`src/shared/tlpg_defines.svh`:
```
// Overview of operation
// - cold limit code, upper nibble, read-write; 0h is -7 degC, resets to 7h.
// - hot limit code, lower nibble, read-write; 0h is 42 degC, resets to 8h.
// - raise hot interrupt when measured temperature is at or above hot limit.
// - power-good status register at 0x0F is read-only, resets to zero.
// - power-good pin released only when gate-high, source-pos, gate-low, source-neg good.
// - status bit 7 is one only while the boost converter is in regulation.
// - status bit 6 is one only while the gate-high charge pump regulates.
// - status bit 5 is one only while the inverting converter regulates.
// - status bit 4 is one only while the positive source regulator regulates.
// - status bit 3 is one only while the gate-low charge pump regulates.
// - status bit 1 is one only while the negative source regulator regulates.
// - status bits 2 and 0 always read zero.
// - revision register at 0x10 reads major, minor and version fields.
`ifndef TLPG_DEFINES_SVH
`define TLPG_DEFINES_SVH

////////////////////////////////////////////////////////////////////////////////
// register offsets
`define TLPG_THR_OFS 8'h0E
`define TLPG_PGS_OFS 8'h0F
`define TLPG_REV_OFS 8'h10
`define TLPG_TSTAT_OFS 8'h20
`define TLPG_TLAST_OFS 8'h21

////////////////////////////////////////////////////////////////////////////////
// field positions
`define TLPG_COLD_MSB 7
`define TLPG_COLD_LSB 4
`define TLPG_HOT_MSB 3
`define TLPG_HOT_LSB 0
`define TLPG_PGS_BOOST_BIT 7
`define TLPG_PGS_GATEHI_BIT 6
`define TLPG_PGS_INV_BIT 5
`define TLPG_PGS_SRCPOS_BIT 4
`define TLPG_PGS_GATELO_BIT 3
`define TLPG_PGS_UNUSED2_BIT 2
`define TLPG_PGS_SRCNEG_BIT 1
`define TLPG_PGS_UNUSED0_BIT 0
`define TLPG_TSTAT_HOT_BIT 1
`define TLPG_TSTAT_COLD_BIT 0
`define TLPG_REV_MAJ_MSB 7
`define TLPG_REV_MAJ_LSB 6
`define TLPG_REV_MIN_MSB 5
`define TLPG_REV_MIN_LSB 4
`define TLPG_REV_VER_MSB 3
`define TLPG_REV_VER_LSB 0

////////////////////////////////////////////////////////////////////////////////
// reset values and temperature scale
`define TLPG_THR_RST 8'h78
`define TLPG_PGS_RST 8'h00
`define TLPG_BYTE_ZERO 8'h00
`define TLPG_HOT_BASE_DEGC 42
`define TLPG_COLD_BASE_DEGC (-7)
`define TLPG_SYNC_STAGES 2

`endif

```
`src/shared/tlpg_pkg.sv`:
```
package tlpg_pkg;

    // one register access per cycle; strobes never both high
    typedef struct packed {
        logic wrStb;
        logic rdStb;
        logic [7:0] addr;
        logic [7:0] wrData;
    } tlpg_bus_req_t;

    // per-rail regulation flags as delivered by the analog side
    typedef struct packed {
        logic boostRailGood;
        logic gateHighRailGood;
        logic inverterRailGood;
        logic sourcePosRailGood;
        logic gateLowRailGood;
        logic sourceNegRailGood;
    } tlpg_rails_t;

    typedef enum logic [2:0] {
        TLPG_SEL_NONE,
        TLPG_SEL_THR,
        TLPG_SEL_PGS,
        TLPG_SEL_REV,
        TLPG_SEL_TSTAT,
        TLPG_SEL_TLAST
    } tlpg_sel_t;

endpackage

```
`src/tlpg_sync.sv`:
```
`timescale 1ns/1ps
`default_nettype none
`include "tlpg_defines.svh"

module tlpg_sync #(
    parameter int WIDTH = 6
) (
    input wire logic core_clk, // core clock
    input wire logic rstn, // async reset, active low
    input wire logic [WIDTH-1:0] asyncIn, // levels from outside the domain
    output logic [WIDTH-1:0] syncOut // levels safe to use in core_clk
);

    if (WIDTH < 1) begin : g_bad_width
        $error("tlpg_sync: WIDTH must be at least 1");
    end

    // first stage feeds only the second stage
    for (genvar i = 0; i < WIDTH; i++) begin : g_bit
        logic [`TLPG_SYNC_STAGES-1:0] stage_q;
        always_ff @(posedge core_clk or negedge rstn) begin
            if (!rstn) begin
                stage_q <= '0;
            end else begin
                stage_q <= {stage_q[0], asyncIn[i]};
            end
        end
        assign syncOut[i] = stage_q[`TLPG_SYNC_STAGES-1];
    end

endmodule
`default_nettype wire

```
`src/tlpg_regs.sv`:
```
// Design decision made here: the strobed register port.
`timescale 1ns/1ps
`default_nettype none
`include "tlpg_defines.svh"

module tlpg_regs #(
    parameter int TEMP_W = 8,
    parameter logic [1:0] MAJOR_REV = 2'h1, // arbitrary value
    parameter logic [1:0] MINOR_REV = 2'h2, // arbitrary value
    parameter logic [3:0] VERSION_NUM = 4'h3 // arbitrary value
) (
    input wire logic core_clk, // core clock, 100 MHz
    input wire logic rstn, // async reset, active low
    input wire tlpg_pkg::tlpg_bus_req_t busReq, // register access request
    output logic [7:0] rdData, // read data, cycle after read strobe
    input wire tlpg_pkg::tlpg_rails_t railGoodPins, // async rail good levels
    input wire logic tempValid, // new temperature sample, one cycle
    input wire logic signed [TEMP_W-1:0] tempDegC, // sample in whole degC
    output logic hotIrq, // pulse: sample at or above hot limit
    output logic coldIrq, // pulse: sample at or below cold limit
    output logic powerGoodOutputO, // power-good pin drive value
    output logic powerGoodOutputEnN // power-good pin enable, low drives
);
    import tlpg_pkg::*;

    // hot limit reaches 57 degC and cold limit -7 degC: needs 7 signed bits
    if (TEMP_W < 7 || TEMP_W > 16) begin : g_bad_temp_w
        $error("tlpg_regs: TEMP_W must lie in 7..16");
    end

    localparam logic signed [TEMP_W-1:0] HOT_BASE = TEMP_W'(`TLPG_HOT_BASE_DEGC);
    localparam logic signed [TEMP_W-1:0] COLD_BASE = TEMP_W'(`TLPG_COLD_BASE_DEGC);
    localparam int RAIL_W = $bits(tlpg_rails_t);

    function automatic logic signed [TEMP_W-1:0] limitDeg(
        input logic [3:0] code,
        input logic signed [TEMP_W-1:0] base
    );
        logic signed [TEMP_W-1:0] step;
        step = $signed({{(TEMP_W - 4){1'b0}}, code});
        return TEMP_W'(base + step);
    endfunction

    function automatic tlpg_sel_t decodeAddr(input logic [7:0] addr);
        tlpg_sel_t sel;
        case (addr)
            `TLPG_THR_OFS: sel = TLPG_SEL_THR;
            `TLPG_PGS_OFS: sel = TLPG_SEL_PGS;
            `TLPG_REV_OFS: sel = TLPG_SEL_REV;
            `TLPG_TSTAT_OFS: sel = TLPG_SEL_TSTAT;
            `TLPG_TLAST_OFS: sel = TLPG_SEL_TLAST;
            default: sel = TLPG_SEL_NONE;
        endcase
        return sel;
    endfunction

    ////////////////////////////////////////////////////////////////////////////
    // rail good inputs come from the analog side, so they are synchronised
    logic [RAIL_W-1:0] railSyncBits;
    tlpg_rails_t railSync;

    tlpg_sync #(
        .WIDTH(RAIL_W)
    ) u_rail_sync (
        .core_clk(core_clk),
        .rstn(rstn),
        .asyncIn(railGoodPins),
        .syncOut(railSyncBits)
    );

    assign railSync = tlpg_rails_t'(railSyncBits);

    ////////////////////////////////////////////////////////////////////////////
    // address decode
    tlpg_sel_t wrSel;
    tlpg_sel_t rdSel;
    logic thrWrite;

    assign wrSel = decodeAddr(busReq.addr);
    assign rdSel = decodeAddr(busReq.addr);
    // writes to read-only or unmapped offsets are dropped silently
    assign thrWrite = busReq.wrStb && (wrSel == TLPG_SEL_THR);

    ////////////////////////////////////////////////////////////////////////////
    // thermistor limit register
    logic [7:0] thr_q;
    logic [7:0] thr_d;
    logic [3:0] coldLimitCode;
    logic [3:0] hotLimitCode;

    assign thr_d = thrWrite ? busReq.wrData : thr_q;
    assign coldLimitCode = thr_q[`TLPG_COLD_MSB:`TLPG_COLD_LSB];
    assign hotLimitCode = thr_q[`TLPG_HOT_MSB:`TLPG_HOT_LSB];

    always_ff @(posedge core_clk or negedge rstn) begin
        if (!rstn) begin
            thr_q <= `TLPG_THR_RST;
        end else begin
            thr_q <= thr_d;
        end
    end

    ////////////////////////////////////////////////////////////////////////////
    // power-good status: each rail bit follows its synchronised rail level, bits 2 and 0 stay zero
    logic [7:0] pgStatus_q;
    logic [7:0] pgStatus_d;
    logic pgRelease_q;
    logic pgRelease_d;

    always_comb begin
        pgStatus_d = `TLPG_PGS_RST;
        pgStatus_d[`TLPG_PGS_BOOST_BIT] = railSync.boostRailGood;
        pgStatus_d[`TLPG_PGS_GATEHI_BIT] = railSync.gateHighRailGood;
        pgStatus_d[`TLPG_PGS_INV_BIT] = railSync.inverterRailGood;
        pgStatus_d[`TLPG_PGS_SRCPOS_BIT] = railSync.sourcePosRailGood;
        pgStatus_d[`TLPG_PGS_GATELO_BIT] = railSync.gateLowRailGood;
        pgStatus_d[`TLPG_PGS_SRCNEG_BIT] = railSync.sourceNegRailGood;
    end

    // the boost and inverter rails feed the others, so only the four panel
    // rails gate the pin
    assign pgRelease_d = pgStatus_d[`TLPG_PGS_GATEHI_BIT]
        && pgStatus_d[`TLPG_PGS_SRCPOS_BIT]
        && pgStatus_d[`TLPG_PGS_GATELO_BIT]
        && pgStatus_d[`TLPG_PGS_SRCNEG_BIT];

    always_ff @(posedge core_clk or negedge rstn) begin
        if (!rstn) begin
            pgStatus_q <= `TLPG_PGS_RST;
            pgRelease_q <= 1'b0;
        end else begin
            pgStatus_q <= pgStatus_d;
            pgRelease_q <= pgRelease_d;
        end
    end

    // open drain: never drive high, only pull low or release
    assign powerGoodOutputO = 1'b0;
    assign powerGoodOutputEnN = pgRelease_q;

    ////////////////////////////////////////////////////////////////////////////
    // temperature compare against the limits in force at sample time
    logic signed [TEMP_W-1:0] hotDeg;
    logic signed [TEMP_W-1:0] coldDeg;
    logic hotHit;
    logic coldHit;
    logic hotIrq_q;
    logic coldIrq_q;
    logic hotActive_q;
    logic coldActive_q;
    logic signed [TEMP_W-1:0] tempLast_q;

    assign hotDeg = limitDeg(hotLimitCode, HOT_BASE);
    assign coldDeg = limitDeg(coldLimitCode, COLD_BASE);
    assign hotHit = tempValid && (tempDegC >= hotDeg);
    assign coldHit = tempValid && (tempDegC <= coldDeg);

    always_ff @(posedge core_clk or negedge rstn) begin
        if (!rstn) begin
            hotIrq_q <= 1'b0;
            coldIrq_q <= 1'b0;
        end else begin
            hotIrq_q <= hotHit;
            coldIrq_q <= coldHit;
        end
    end

    // levels hold the verdict of the latest sample until the next one
    always_ff @(posedge core_clk or negedge rstn) begin
        if (!rstn) begin
            hotActive_q <= 1'b0;
            coldActive_q <= 1'b0;
            tempLast_q <= '0;
        end else if (tempValid) begin
            hotActive_q <= hotHit;
            coldActive_q <= coldHit;
            tempLast_q <= tempDegC;
        end
    end

    assign hotIrq = hotIrq_q;
    assign coldIrq = coldIrq_q;

    ////////////////////////////////////////////////////////////////////////////
    // read path: data stands for exactly one cycle, zero otherwise
    logic [7:0] revByte;
    logic [7:0] tstatByte;
    logic [7:0] tlastByte;
    logic [7:0] rdMux;
    logic [7:0] rdData_q;

    assign revByte = {MAJOR_REV, MINOR_REV, VERSION_NUM};
    assign tstatByte = {6'h00, hotActive_q, coldActive_q};
    // sample is reported as its low eight bits, two's complement
    assign tlastByte = 8'(tempLast_q);

    always_comb begin
        case (rdSel)
            TLPG_SEL_THR: rdMux = thr_q;
            TLPG_SEL_PGS: rdMux = pgStatus_q;
            TLPG_SEL_REV: rdMux = revByte;
            TLPG_SEL_TSTAT: rdMux = tstatByte;
            TLPG_SEL_TLAST: rdMux = tlastByte;
            default: rdMux = `TLPG_BYTE_ZERO;
        endcase
    end

    always_ff @(posedge core_clk or negedge rstn) begin
        if (!rstn) begin
            rdData_q <= `TLPG_BYTE_ZERO;
        end else begin
            rdData_q <= busReq.rdStb ? rdMux : `TLPG_BYTE_ZERO;
        end
    end

    assign rdData = rdData_q;
endmodule
`default_nettype wire

```
`config.mk`:
```
export PLATFORM = sky130hd
export DESIGN_NAME = tlpg_regs
export DESIGN_NICKNAME = d
export VERILOG_FILES = /design/src/shared/tlpg_pkg.sv /design/src/tlpg_sync.sv /design/src/tlpg_regs.sv
export VERILOG_INCLUDE_DIRS = /design/src /design/src/shared
export SDC_FILE = /design/constraint.sdc
export NUM_CORES = 1
export LEC_CHECK = 0
export ABC_AREA = 1
export ABC_CLOCK_PERIOD_IN_PS = 2200
export BUFFER_PORTS_ARGS = -buffer_cell sky130_fd_sc_hd__buf_4
export CAP_MARGIN = 20
export CORE_MARGIN = 2
export CORE_UTILIZATION = 30
export CTS_BUF_LIST = sky130_fd_sc_hd__clkbuf_8
export CTS_CLUSTER_SIZE = 24
export DETAILED_ROUTE_END_ITERATION = 8
export MAX_ROUTING_LAYER = met4
export PLACE_DENSITY = 0.59
export SYNTH_ARGS = -nofsm -noshare
export SYNTH_HDL_FRONTEND = slang
export SYNTH_HIERARCHICAL = 1
export SYNTH_SLANG_ARGS = --single-unit
```
`constraint.sdc`:
```
create_clock -name core_clk -period 2.2 [get_ports core_clk]
set_input_delay 0.44 -clock core_clk [delete_from_list [all_inputs] [get_ports core_clk]]
set_output_delay 0.44 -clock core_clk [all_outputs]
set_load 0.01 [all_outputs]
```
==> results of run 1 <==
-- cells by family (layout without fill, tap and decap cells) --
logic type               after synthesis  in the layout
AND/OR/NAND/NOR                      134            134
flip-flops                            47             47
buffers and inverters                 47             90
other                                  1              1
adder cells (fa/ha/maj)               15             15
AO/OA/AOI/OAI                         20             20
XOR/XNOR                               3              3
-- synth_stat cells --
master / n / area [um^2]
dfrtp_1: 43 / 1076
a41oi_1: 1 / 8.760
nand2_4: 1 / 11.26
nand3_1: 18 / 90.09
ha_1: 15 / 187.7
xnor2_1: 1 / 8.760
clkbuf_1: 2 / 7.510
nand4_1: 2 / 12.51
inv_1: 35 / 131.4
buf_2: 1 / 5.000
o21ai_0: 12 / 60.06
and3_1: 1 / 6.260
nor2_1: 26 / 97.59
nor3_4: 2 / 32.53
buf_4: 7 / 52.55
inv_2: 1 / 3.750
nand2_1: 81 / 304.0
xor2_1: 2 / 17.52
nor2_8: 1 / 20.02
conb_1: 1 / 3.750
dfstp_2: 4 / 105.1
buf_8: 1 / 15.01
a21oi_1: 5 / 25.02
nor3_1: 2 / 10.01
o21ai_2: 2 / 17.52
-- worst max-delay path: stages (launching register included) --
cell	delay (ns)
dfstp_2	0.56
nand3_1	0.11
xor2_1	0.16
ha_1	0.29
nand2_1	0.05
inv_1	0.07
nand2_1	0.06
nand2_1	0.05
nand2_1	0.04
nand3_1	0.06
nand2_1	0.05
nand2_1	0.08
nand2_1	0.05
-- per-stage QoR --
step / cell area [um^2] / instances / hold slack [ns] / power [mW]
floorplan: 2310 / 267 / 0.1444 / 1.108
finish: 2798 / 409 / 0.1328 / 1.744
global placement: 2699 / 401 / 0.3370 / 1.216
CTS: 2798 / 409 / 0.1599 / 1.762
detailed placement: 2699 / 401 / 0.3387 / 1.224
global route: 2798 / 409 / 0.1810 / 1.846
-- cell type report --
type,count,share of cell area
clock inverters,2,0.005814
inverters,36,0.04830
flip-flops and latches,47,0.4222
clock buffers,6,0.02952
repair buffers,46,0.1234
well taps,99,0.04428
multi-input cells,173,0.3265
-- registers in the layout, indices dropped and copies added, names as in the netlist --
| signal | cells |
|---|---|
| coldActive_q | 1 |
| thr_q | 8 |
| powerGoodOutputEnN | 1 |
| tempLast_q | 8 |
| rdData | 8 |
| coldIrq | 1 |
| u_rail_sync/g_bit.stage_q | 12 |
| hotIrq | 1 |
| hotActive_q | 1 |
| pgStatus_q | 6 |
-- routing by layer --
| layer | up-vias | wire length [um] |
|---|---|---|
| li1 | 909 | - |
| met4 | 0 | 80 |
| met3 | 8 | 255 |
| met2 | 48 | 2156 |
| met1 | 833 | 2348 |
| met5 | - | 0 |
-- worst max path at each step --
stage,startpoint,end,slack [ns],cells after the start
floorplan,thr_q[6]$_DFFE_PN1P_,coldActive_q$_DFFE_PN0P_,0.58,12
global placement,thr_q[6]$_DFFE_PN1P_,coldActive_q$_DFFE_PN0P_,0.52,12
detailed placement,thr_q[6]$_DFFE_PN1P_,coldActive_q$_DFFE_PN0P_,0.47,12
CTS,thr_q[6]$_DFFE_PN1P_,coldActive_q$_DFFE_PN0P_,0.46,12
global route,thr_q[6]$_DFFE_PN1P_,coldActive_q$_DFFE_PN0P_,0.28,9
finish,thr_q[6]$_DFFE_PN1P_,coldActive_q$_DFFE_PN0P_,0.46,12
-- power by group through the flow --
stage / registers [mW] / logic, mW / clock network (mW)
2_1_floorplan: 0.953 / 0.155 / 0
3_3_place_gp: 0.959 / 0.257 / 0
3_5_place_dp: 0.960 / 0.265 / 0
4_1_cts: 0.943 / 0.265 / 0.554
5_1_grt: 0.949 / 0.305 / 0.592
6_report: 0.942 / 0.263 / 0.539
==> flow_metrics.tcl, run 1 <==
set metrics [dict create \
    outcome "finished clean" \
    p_seq_frac 0.540 \
    max_cap_viol_count 0 \
    worst_pin_slew_ns 0.5873 \
    clock_latency_ns 0.29 \
    synth_compound_area_frac 0.04821 \
    netlist_instances 267 \
    drt_pass1_iterations 4 \
    ys_seq_elements 47 \
    cts_root_buffer "clkbuf_8" \
    clock_skew_ns 0.002227 \
    gp_congestion 0.8157 \
    startpoint_type "flip-flop" \
    dr.first_iter.drc_count 95 \
    syn_to_final_growth_pct 21.13 \
    grt_max_degree 48 \
    finalCritPeriodShare 0.7925 \
    first_global_vias 1818 \
    cts_setup_buffers 0 \
    hp-class "input port to asynchronous set/reset pin" \
    synth_xor_xnor_area_share 0.01138 \
    start_util 0.3134 \
    synth_top_family_by_area "simple AND/OR/NAND/NOR gates" \
    cts_tree "yes" \
    post-route-util 0.3796 \
    dp_hpwl_mm 3.901 \
    tns_ns 0 \
    htree_levels 2 \
    path_class "flip-flop to flip-flop" \
    use_met1 0.1636 \
    required_ns 2.40 \
    synth_simple_gate_area_share 0.2530 \
    cp-end-kind "flip-flop" \
    rows 31 \
    ctsHoldBuffers 0 \
    seq_area_frac_synth 0.5114 \
    regArea_um2 1181 \
    ys_types 25 \
    mostFrequentLayoutCell "nand2_1" \
    finalSetupViolCount 0 \
    crit_fanout 4 \
    p_int_mw 1.285 \
    worstRegToRegCells 12 \
    hold_viol 0 \
    fill_cells 768 \
    max_slew_margin 0.6085 \
    maxSlewViolCount 0 \
    viasPerCell 4.396 \
    p_leak_nw 1.562 \
    post-route-min-period_ns 1.744 \
    r2r_end "coldActive_q$_DFFE_PN0P_" \
    r2r-start "thr_q[6]$_DFFE_PN1P_" \
    die_w_um 91.75 \
    die_h_um 91.75 \
    grt_usage 0.1254 \
    synthAdderAreaFrac 0.08126 \
    rrSetupSlack_ns 0.46 \
    antenna_found_initial 0 \
    drtAntennaViolNets 0 \
    most-common-layout-cells "nand2_1 (81), buf_4 (46), dfrtp_1 (43)" \
    syn_area_per_cell_um2 8.651 \
    portBuffers 45 \
    ir_drop_mv 0.2877 \
    rsz0062_at_grt "no" \
    multi_input_area_um2 913.4 \
    layout.nets 359 \
    power.density_nw_per_um2 623.4 \
    p_clk_frac 0.309 \
    synth_nets 317 \
    netlist_area_um2 2310 \
    clock_path_buffers 2 \
    grt_util_met3 0.03205 \
    grtUsageMet2 0.1918 \
    grt-busiest-layer "met2" \
    synthMuxAreaShare 0 \
    wl_mm 4.841 \
    clock.fmax_ghz 0.5736 \
    p_sw_frac 0.2630 \
    combPwrFrac 0.151 \
    n_antenna_cell 0 \
    drc 0 \
    coreArea_um2 7370 \
    wl_per_cell_um 11.84 \
    ctsResizeCount 0 \
    overflow 0 \
    p_switching_mw 0.4588 \
    cts_sinks 47 \
    dieArea_um2 8417 \
    cts_buffers 5 \
    layout-drive-gt1-share 0.2097 \
    clk_pin_slew_ns 0.08 \
    yosys_warnings 6 \
    grt_pass1_wl_mm 8.183 \
    detailedPlace.worstSlack_ns 0.4727 \
    setup_ws_ns 0.4565 \
    vias 1798 \
    top_level_ports 47 \
    critPathArrivalTime_ns 1.94 \
]
(Power assumes the default switching activity.)
==> run 2: changes to the inputs <==
Settings changed: ABC_AREA 1 to 0, ABC_CLOCK_PERIOD_IN_PS 2200 to 1550, PLACE_DENSITY 0.59 to 0.61.
Clock period 2.2 ns to 1.55 ns, I/O delays scaled along.
==> run 2 against run 1 <==
  * The run now ends with hold timing, setup timing left
  * Non-clock buffer count up 20
  * First-iteration DRC count fell by 36%
  * Global-route usage decreased by 0.22 points
  * Utilization grew 2.9 points
  * Worst hold slack worse by 0.14 ns
  * Critical path depth shrank 5
  * Routed wire length is 7.0% lower
  * Register-to-register slack worse by 0.65 ns
  * Design area up 4.7%
  * Critical endpoint unchanged
  * Highest routed layer unchanged
==> flow_metrics.tcl, run 2 <==
set metrics [dict create \
    outcome "complete, but fails checks" \
    violations "hold timing, setup timing" \
    async_flop_share 1.000 \
    combPwrFrac 0.150 \
    top_register "u_rail_sync/g_bit.stage_q" \
    r2r_end "coldActive_q$_DFFE_PN0P_" \
    mostFrequentLayoutCell "buf_4" \
    dp_hpwl_mm 3.416 \
    clock_latency_ns 0.30 \
    p_sw_frac 0.2537 \
    viasPerCell 4.405 \
    drtAntennaViolNets 0 \
    synth.area.top_cells "dfrtp_1 (49%), mux2_2 (9.7%), ha_1 (8.5%)" \
    p_int_mw 1.809 \
    critPathArrivalTime_ns 1.97 \
    synth.most_common_cell "dfrtp_1" \
    ir_drop_mv 0.4460 \
    hold_viol 7 \
    rsz0062_at_grt "yes" \
    hp-class "input port to asynchronous set/reset pin" \
    cts_root_buffer "clkbuf_8" \
    setup_ws_ns -0.1941 \
    coreArea_um2 7176 \
    path_class "flip-flop to flip-flop" \
    synth_top_cell_area_share 0.4900 \
    dr.first_iter.drc_count 61 \
    htree_levels 2 \
    detailedPlace.worstSlack_ns -0.2422 \
    die_h_um 89.56 \
    critPathMaxStageDelay_ns 0.57 \
    tns_ns -0.4640 \
    wl_per_cell_um 13.13 \
    p_leak_nw 1.358 \
    grt_pass1_wl_mm 7.251 \
    gp_congestion 0.8228 \
    netlist_area_um2 2196 \
    seq_area_frac_synth 0.5379 \
    p_seq_frac 0.547 \
    netlist_top_cells_count "dfrtp_1 (43), mux2_2 (19), ha_1 (15)" \
    syn_to_final_growth_pct 33.39 \
    first_global_vias 1476 \
    top_level_ports 47 \
    finalSetupViolCount 4 \
    dp_cells 335 \
    drt_pass1_iterations 4 \
    synth_top_area_cell "dfrtp_1" \
    max_cap_viol_count 0 \
    rows 31 \
    start_util 0.3060 \
    final_cell_count_no_fill 343 \
    dieArea_um2 8020 \
    cp-end-kind "flip-flop" \
    cts_sinks 47 \
    synth_edf_count 0 \
    layout.nets 293 \
    cts_setup_buffers 0 \
    syn_area_per_cell_um2 12.20 \
    post-route-min-period_ns 1.744 \
    crit_family "compound AO/OA/AOI/OAI gates" \
    clk_pin_slew_ns 0.09 \
    power.density_nw_per_um2 827.4 \
    drc 0 \
    ys_types 40 \
    antenna_found_initial 0 \
    crit_slowest_cell "dfstp_2" \
    die_w_um 89.56 \
    clock.fmax_ghz 0.5734 \
    netlist_instances 180 \
    cts_buffers 5 \
    worst_pin_slew_ns 0.7368 \
    clock_path_buffers 2 \
    max_slew_margin 0.5088 \
    worstPathCellList "nand3_2, xnor2_1, ha_1, a21o_1, a21oi_2, o221ai_2, a31oi_1" \
    cts_tree "yes" \
    ctsHoldBuffers 0 \
    finalCritPeriodShare 1.125 \
    rrSetupSlack_ns -0.19 \
    r2r-start "thr_q[4]$_DFFE_PN1P_" \
    grt_max_degree 48 \
    synth_nets 230 \
    wl_mm 4.503 \
    crit_fanout 4 \
    yosys_warnings 6 \
    most-common-layout-cells "buf_4 (66), dfrtp_1 (43), mux2_2 (19)" \
    overflow 0 \
    ys.flop_type "dfrtp_1" \
    grt_usage 0.1231 \
    layout-drive-gt1-share 0.4631 \
    worstRegToRegCells 7 \
    post-route-util 0.4082 \
    ys_seq_elements 47 \
    path_buf_inv 0 \
    n_antenna_cell 0 \
    clock_skew_ns 0.005462 \
    maxSlewViolCount 0 \
    power_mw 2.424 \
    largest_register_ffs 12 \
    startpoint_type "flip-flop" \
    required_ns 1.78 \
    vias 1511 \
    fill_cells 719 \
    portBuffers 45 \
    p_switching_mw 0.6147 \
    p_clk_frac 0.303 \
    hold_slack_ns -0.01120 \
]
[run 2: layout make-up]
type	count	area (um^2)	area share
Multi-Input combinational cell	115	1011	0.3452
Clock buffer	5	68.82	0.02349
Timing Repair Buffer	66	495.5	0.1692
Clock inverter	3	18.77	0.006408
Tap cell	99	123.9	0.04229
Inverter	8	30.03	0.01025
Sequential cell	47	1181	0.4032
[run 2: routing by layer]
| metal | track usage | up-vias | wire, um |
|---|---|---|---|
| met2 | 0.1845 | 36 | 2081 |
| met1 | 0.1678 | 707 | 2165 |
| met3 | 0.02862 | 6 | 190 |
| met5 | - | - | 0 |
| met4 | 0.03256 | 0 | 66 |
| li1 | - | 762 | - |
[run 2: kinds of logic after synthesis]
family,Yosys count,share of synthesized area
other,1,0.001708
XOR/XNOR,3,0.01197
AO/OA/AOI/OAI,33,0.09801
multiplexers,22,0.1111
buffers and inverters,18,0.04330
adder cells (fa/ha/maj),15,0.08547
flip-flops,47,0.5379
AND/OR/NAND/NOR,41,0.1105
[run 2: how the worst max path moves through the flow]
stage	startpoint	endpoint	slack, ns	cells past startpoint
6_report	thr_q[4]$_DFFE_PN1P_	coldActive_q$_DFFE_PN0P_	-0.19	7
5_1_grt	thr_q[4]$_DFFE_PN1P_	coldActive_q$_DFFE_PN0P_	-0.29	7
4_1_cts	thr_q[4]$_DFFE_PN1P_	coldActive_q$_DFFE_PN0P_	-0.22	7
3_5_place_dp	thr_q[4]$_DFFE_PN1P_	coldActive_q$_DFFE_PN0P_	-0.24	7
3_3_place_gp	thr_q[4]$_DFFE_PN1P_	coldActive_q$_DFFE_PN0P_	-0.23	7
2_1_floorplan	thr_q[6]$_DFFE_PN1P_	coldActive_q$_DFFE_PN0P_	-0.15	7
[run 2: what timing repair did]
item	in CTS	in global routing
pin swaps	7	9
gates cloned	0	0
endpoints found under the setup margin	4	4
gates resized for setup	7	5
[run 2: power groups by stage]
stage | Clock [mW] | Sequential, mW | Combinational [mW]
after global placement | 0 | 1.35 | 0.336
after floorplan | 0 | 1.34 | 0.172
after CTS | 0.756 | 1.33 | 0.355
after global routing | 0.810 | 1.33 | 0.409
final | 0.734 | 1.33 | 0.364
after detailed placement | 0 | 1.35 | 0.339
[run 2: worst reg2reg max path, delay by kind of cell (launching register included)]
family                   cells  cell delay (ns)
XOR/XNOR                     1             0.13
AND/OR/NAND/NOR              1             0.09
AO/OA/AOI/OAI                4             0.59
adder cells (fa/ha/maj)      1             0.29
flip-flops                   1             0.57
[run 2: stage by stage]
step / hold WS, ns / area (um^2)
after detailed placement: 0.3347 / 2761
final: -0.01120 / 2929
after CTS: 0.02182 / 2889
after global routing: 0.04449 / 2929
after floorplan: 0.01441 / 2207
after global placement: 0.3313 / 2761
==> run 3: changes to the inputs <==
Settings changed: CAP_MARGIN 20 to not set, PLACE_DENSITY 0.61 to 0.53, SKIP_CTS_REPAIR_TIMING set to 1.
==> run 3 against run 2 <==
  * The run still ends with hold timing, setup timing left
  * Maximum frequency fell by 0.32%
  * Total power rose by 8.0%
  * Die area did not move
  * Combinational power rose by 3%
  * Non-clock buffer count did not move
  * Critical endpoint is now coldIrq$_DFF_PN0_
==> flow_metrics.tcl, run 3 (synthesized netlist as in run 2, its figures left out) <==
set metrics [dict create \
    maxSlewViolCount 0 \
    critPathArrivalTime_ns 1.97 \
    detailedPlace.worstSlack_ns -0.2449 \
    grt_usage 0.1246 \
    drtAntennaViolNets 0 \
    multi_input_area_um2 1046 \
    drc 0 \
    finalCritPeriodShare 1.129 \
    violations "hold timing, setup timing" \
    clock_path_buffers 2 \
    first_global_vias 1503 \
    p_leak_nw 1.378 \
    p_switching_mw 0.6357 \
    drt_pass1_iterations 4 \
    hold_slack_ns -0.007493 \
    setup_ws_ns -0.1997 \
    cts_root_buffer "clkbuf_8" \
    die_w_um 89.56 \
    max_slew_margin 0.6175 \
    vias 1548 \
    n_antenna_cell 0 \
    portBuffers 45 \
    grt_max_degree 48 \
    hold_viol 10 \
    clk_pin_slew_ns 0.10 \
    layout.nets 293 \
    top_level_ports 47 \
    power.density_nw_per_um2 874.9 \
    syn_to_final_growth_pct 36.24 \
    required_ns 1.77 \
    htree_levels 2 \
    fill_cells 708 \
    coreArea_um2 7176 \
    most-common-layout-cells "buf_4 (66), dfrtp_1 (43), mux2_2 (19)" \
    dr.first_iter.drc_count 39 \
    clock.fmax_ghz 0.5715 \
    p_seq_frac 0.506 \
    dieArea_um2 8020 \
    cts_sinks 47 \
    cts_tree "yes" \
    p_int_mw 1.982 \
    startpoint_type "flip-flop" \
    start_util 0.3060 \
    overflow 0 \
    largest_register_ffs 12 \
    worst_pin_slew_ns 0.5737 \
    combPwrFrac 0.143 \
    antenna_found_initial 0 \
    rows 31 \
    finalSetupViolCount 4 \
    grt_pass1_wl_mm 7.182 \
    hp-class "input port to asynchronous set/reset pin" \
    clock_skew_ns 0.008960 \
    viasPerCell 4.513 \
    dp_hpwl_mm 3.416 \
    rsz0062_at_grt "yes" \
    wl_per_cell_um 13.39 \
    clock_latency_ns 0.30 \
    cp-end-kind "flip-flop" \
    crit_fanout 3 \
    top_register "u_rail_sync/g_bit.stage_q" \
    post-route-min-period_ns 1.750 \
    p_clk_frac 0.351 \
    regArea_um2 1181 \
    outcome "complete, but fails checks" \
    gp_congestion 0.7664 \
    max_cap_viol_count 0 \
    mostFrequentLayoutCell "buf_4" \
    p_sw_frac 0.2429 \
    die_h_um 89.56 \
    layout-drive-gt1-share 0.4836 \
    ir_drop_mv 0.3554 \
    post-route-util 0.4169 \
    wl_mm 4.593 \
    cts_buffers 5 \
    path_class "flip-flop to flip-flop" \
]
## run 3: changes by cell type in the layout (fill, tap and decap cells not counted), sizes merged
cell      change
clkinv        -2
bufinv        +1
clkinvlp      +1
## run 3: layer usage
metal,routed length (um),GRT usage
met5,0,-
met4,72,0.04071
met3,248,0.03601
met2,2103,0.1852
met1,2169,0.1632
## run 3: power by group through the flow
stage / Clock, mW / Sequential (mW) / Combinational (mW)
final: 0.919 / 1.32 / 0.374
after global routing: 0.999 / 1.33 / 0.416
after CTS: 0.944 / 1.32 / 0.336
after detailed placement: 0 / 1.35 / 0.334
after global placement: 0 / 1.35 / 0.332
after floorplan: 0 / 1.34 / 0.172
## run 3: final cells by class
cell class	instances	area share
Clock buffer	5	0.02300
Multi-Input combinational cell	115	0.3496
Clock inverter	3	0.01547
Tap cell	99	0.04141
Sequential cell	47	0.3948
Timing Repair Buffer	66	0.1656
Inverter	8	0.01004
## run 3: through the flow
step	setup TNS (ns)	total power [mW]	area, um^2	std cells
after floorplan	-0.2822	1.516	2207	180
after global placement	-1.463	1.678	2739	332
after detailed placement	-1.426	1.681	2739	332
after CTS	-0.7240	2.603	2854	340
after global routing	-0.7696	2.749	2992	343
final	-0.4875	2.617	2992	343
## run 3: worst paths after layout
check | start | end | slack, ns | cells past startpoint
min | rstn | u_rail_sync/g_bit[3].stage_q[1]$_DFF_PN0_ | -0.007 | 1
max | thr_q[5]$_DFFE_PN1P_ | coldIrq$_DFF_PN0_ | -0.20 | 7
min reg2reg | u_rail_sync/g_bit[2].stage_q[0]$_DFF_PN0_ | u_rail_sync/g_bit[2].stage_q[1]$_DFF_PN0_ | 0.36 | 0
max in group asynchronous | rstn | rdData[1]$_DFF_PN0_ | 1.16 | 1
min in group core_clk | railGoodPins[2] | u_rail_sync/g_bit[2].stage_q[0]$_DFF_PN0_ | 0.10 | 1
max reg2reg | thr_q[5]$_DFFE_PN1P_ | coldIrq$_DFF_PN0_ | -0.20 | 7
## run 3: worst max-delay path, cell delays in order, from the launching register on
cell and delay [ns]:
dfstp_2 0.57, nand3_4 0.09, xnor2_2 0.14, ha_1 0.31, a21o_1 0.17, a21oi_2 0.13, o221ai_2 0.11, a21boi_1 0.17
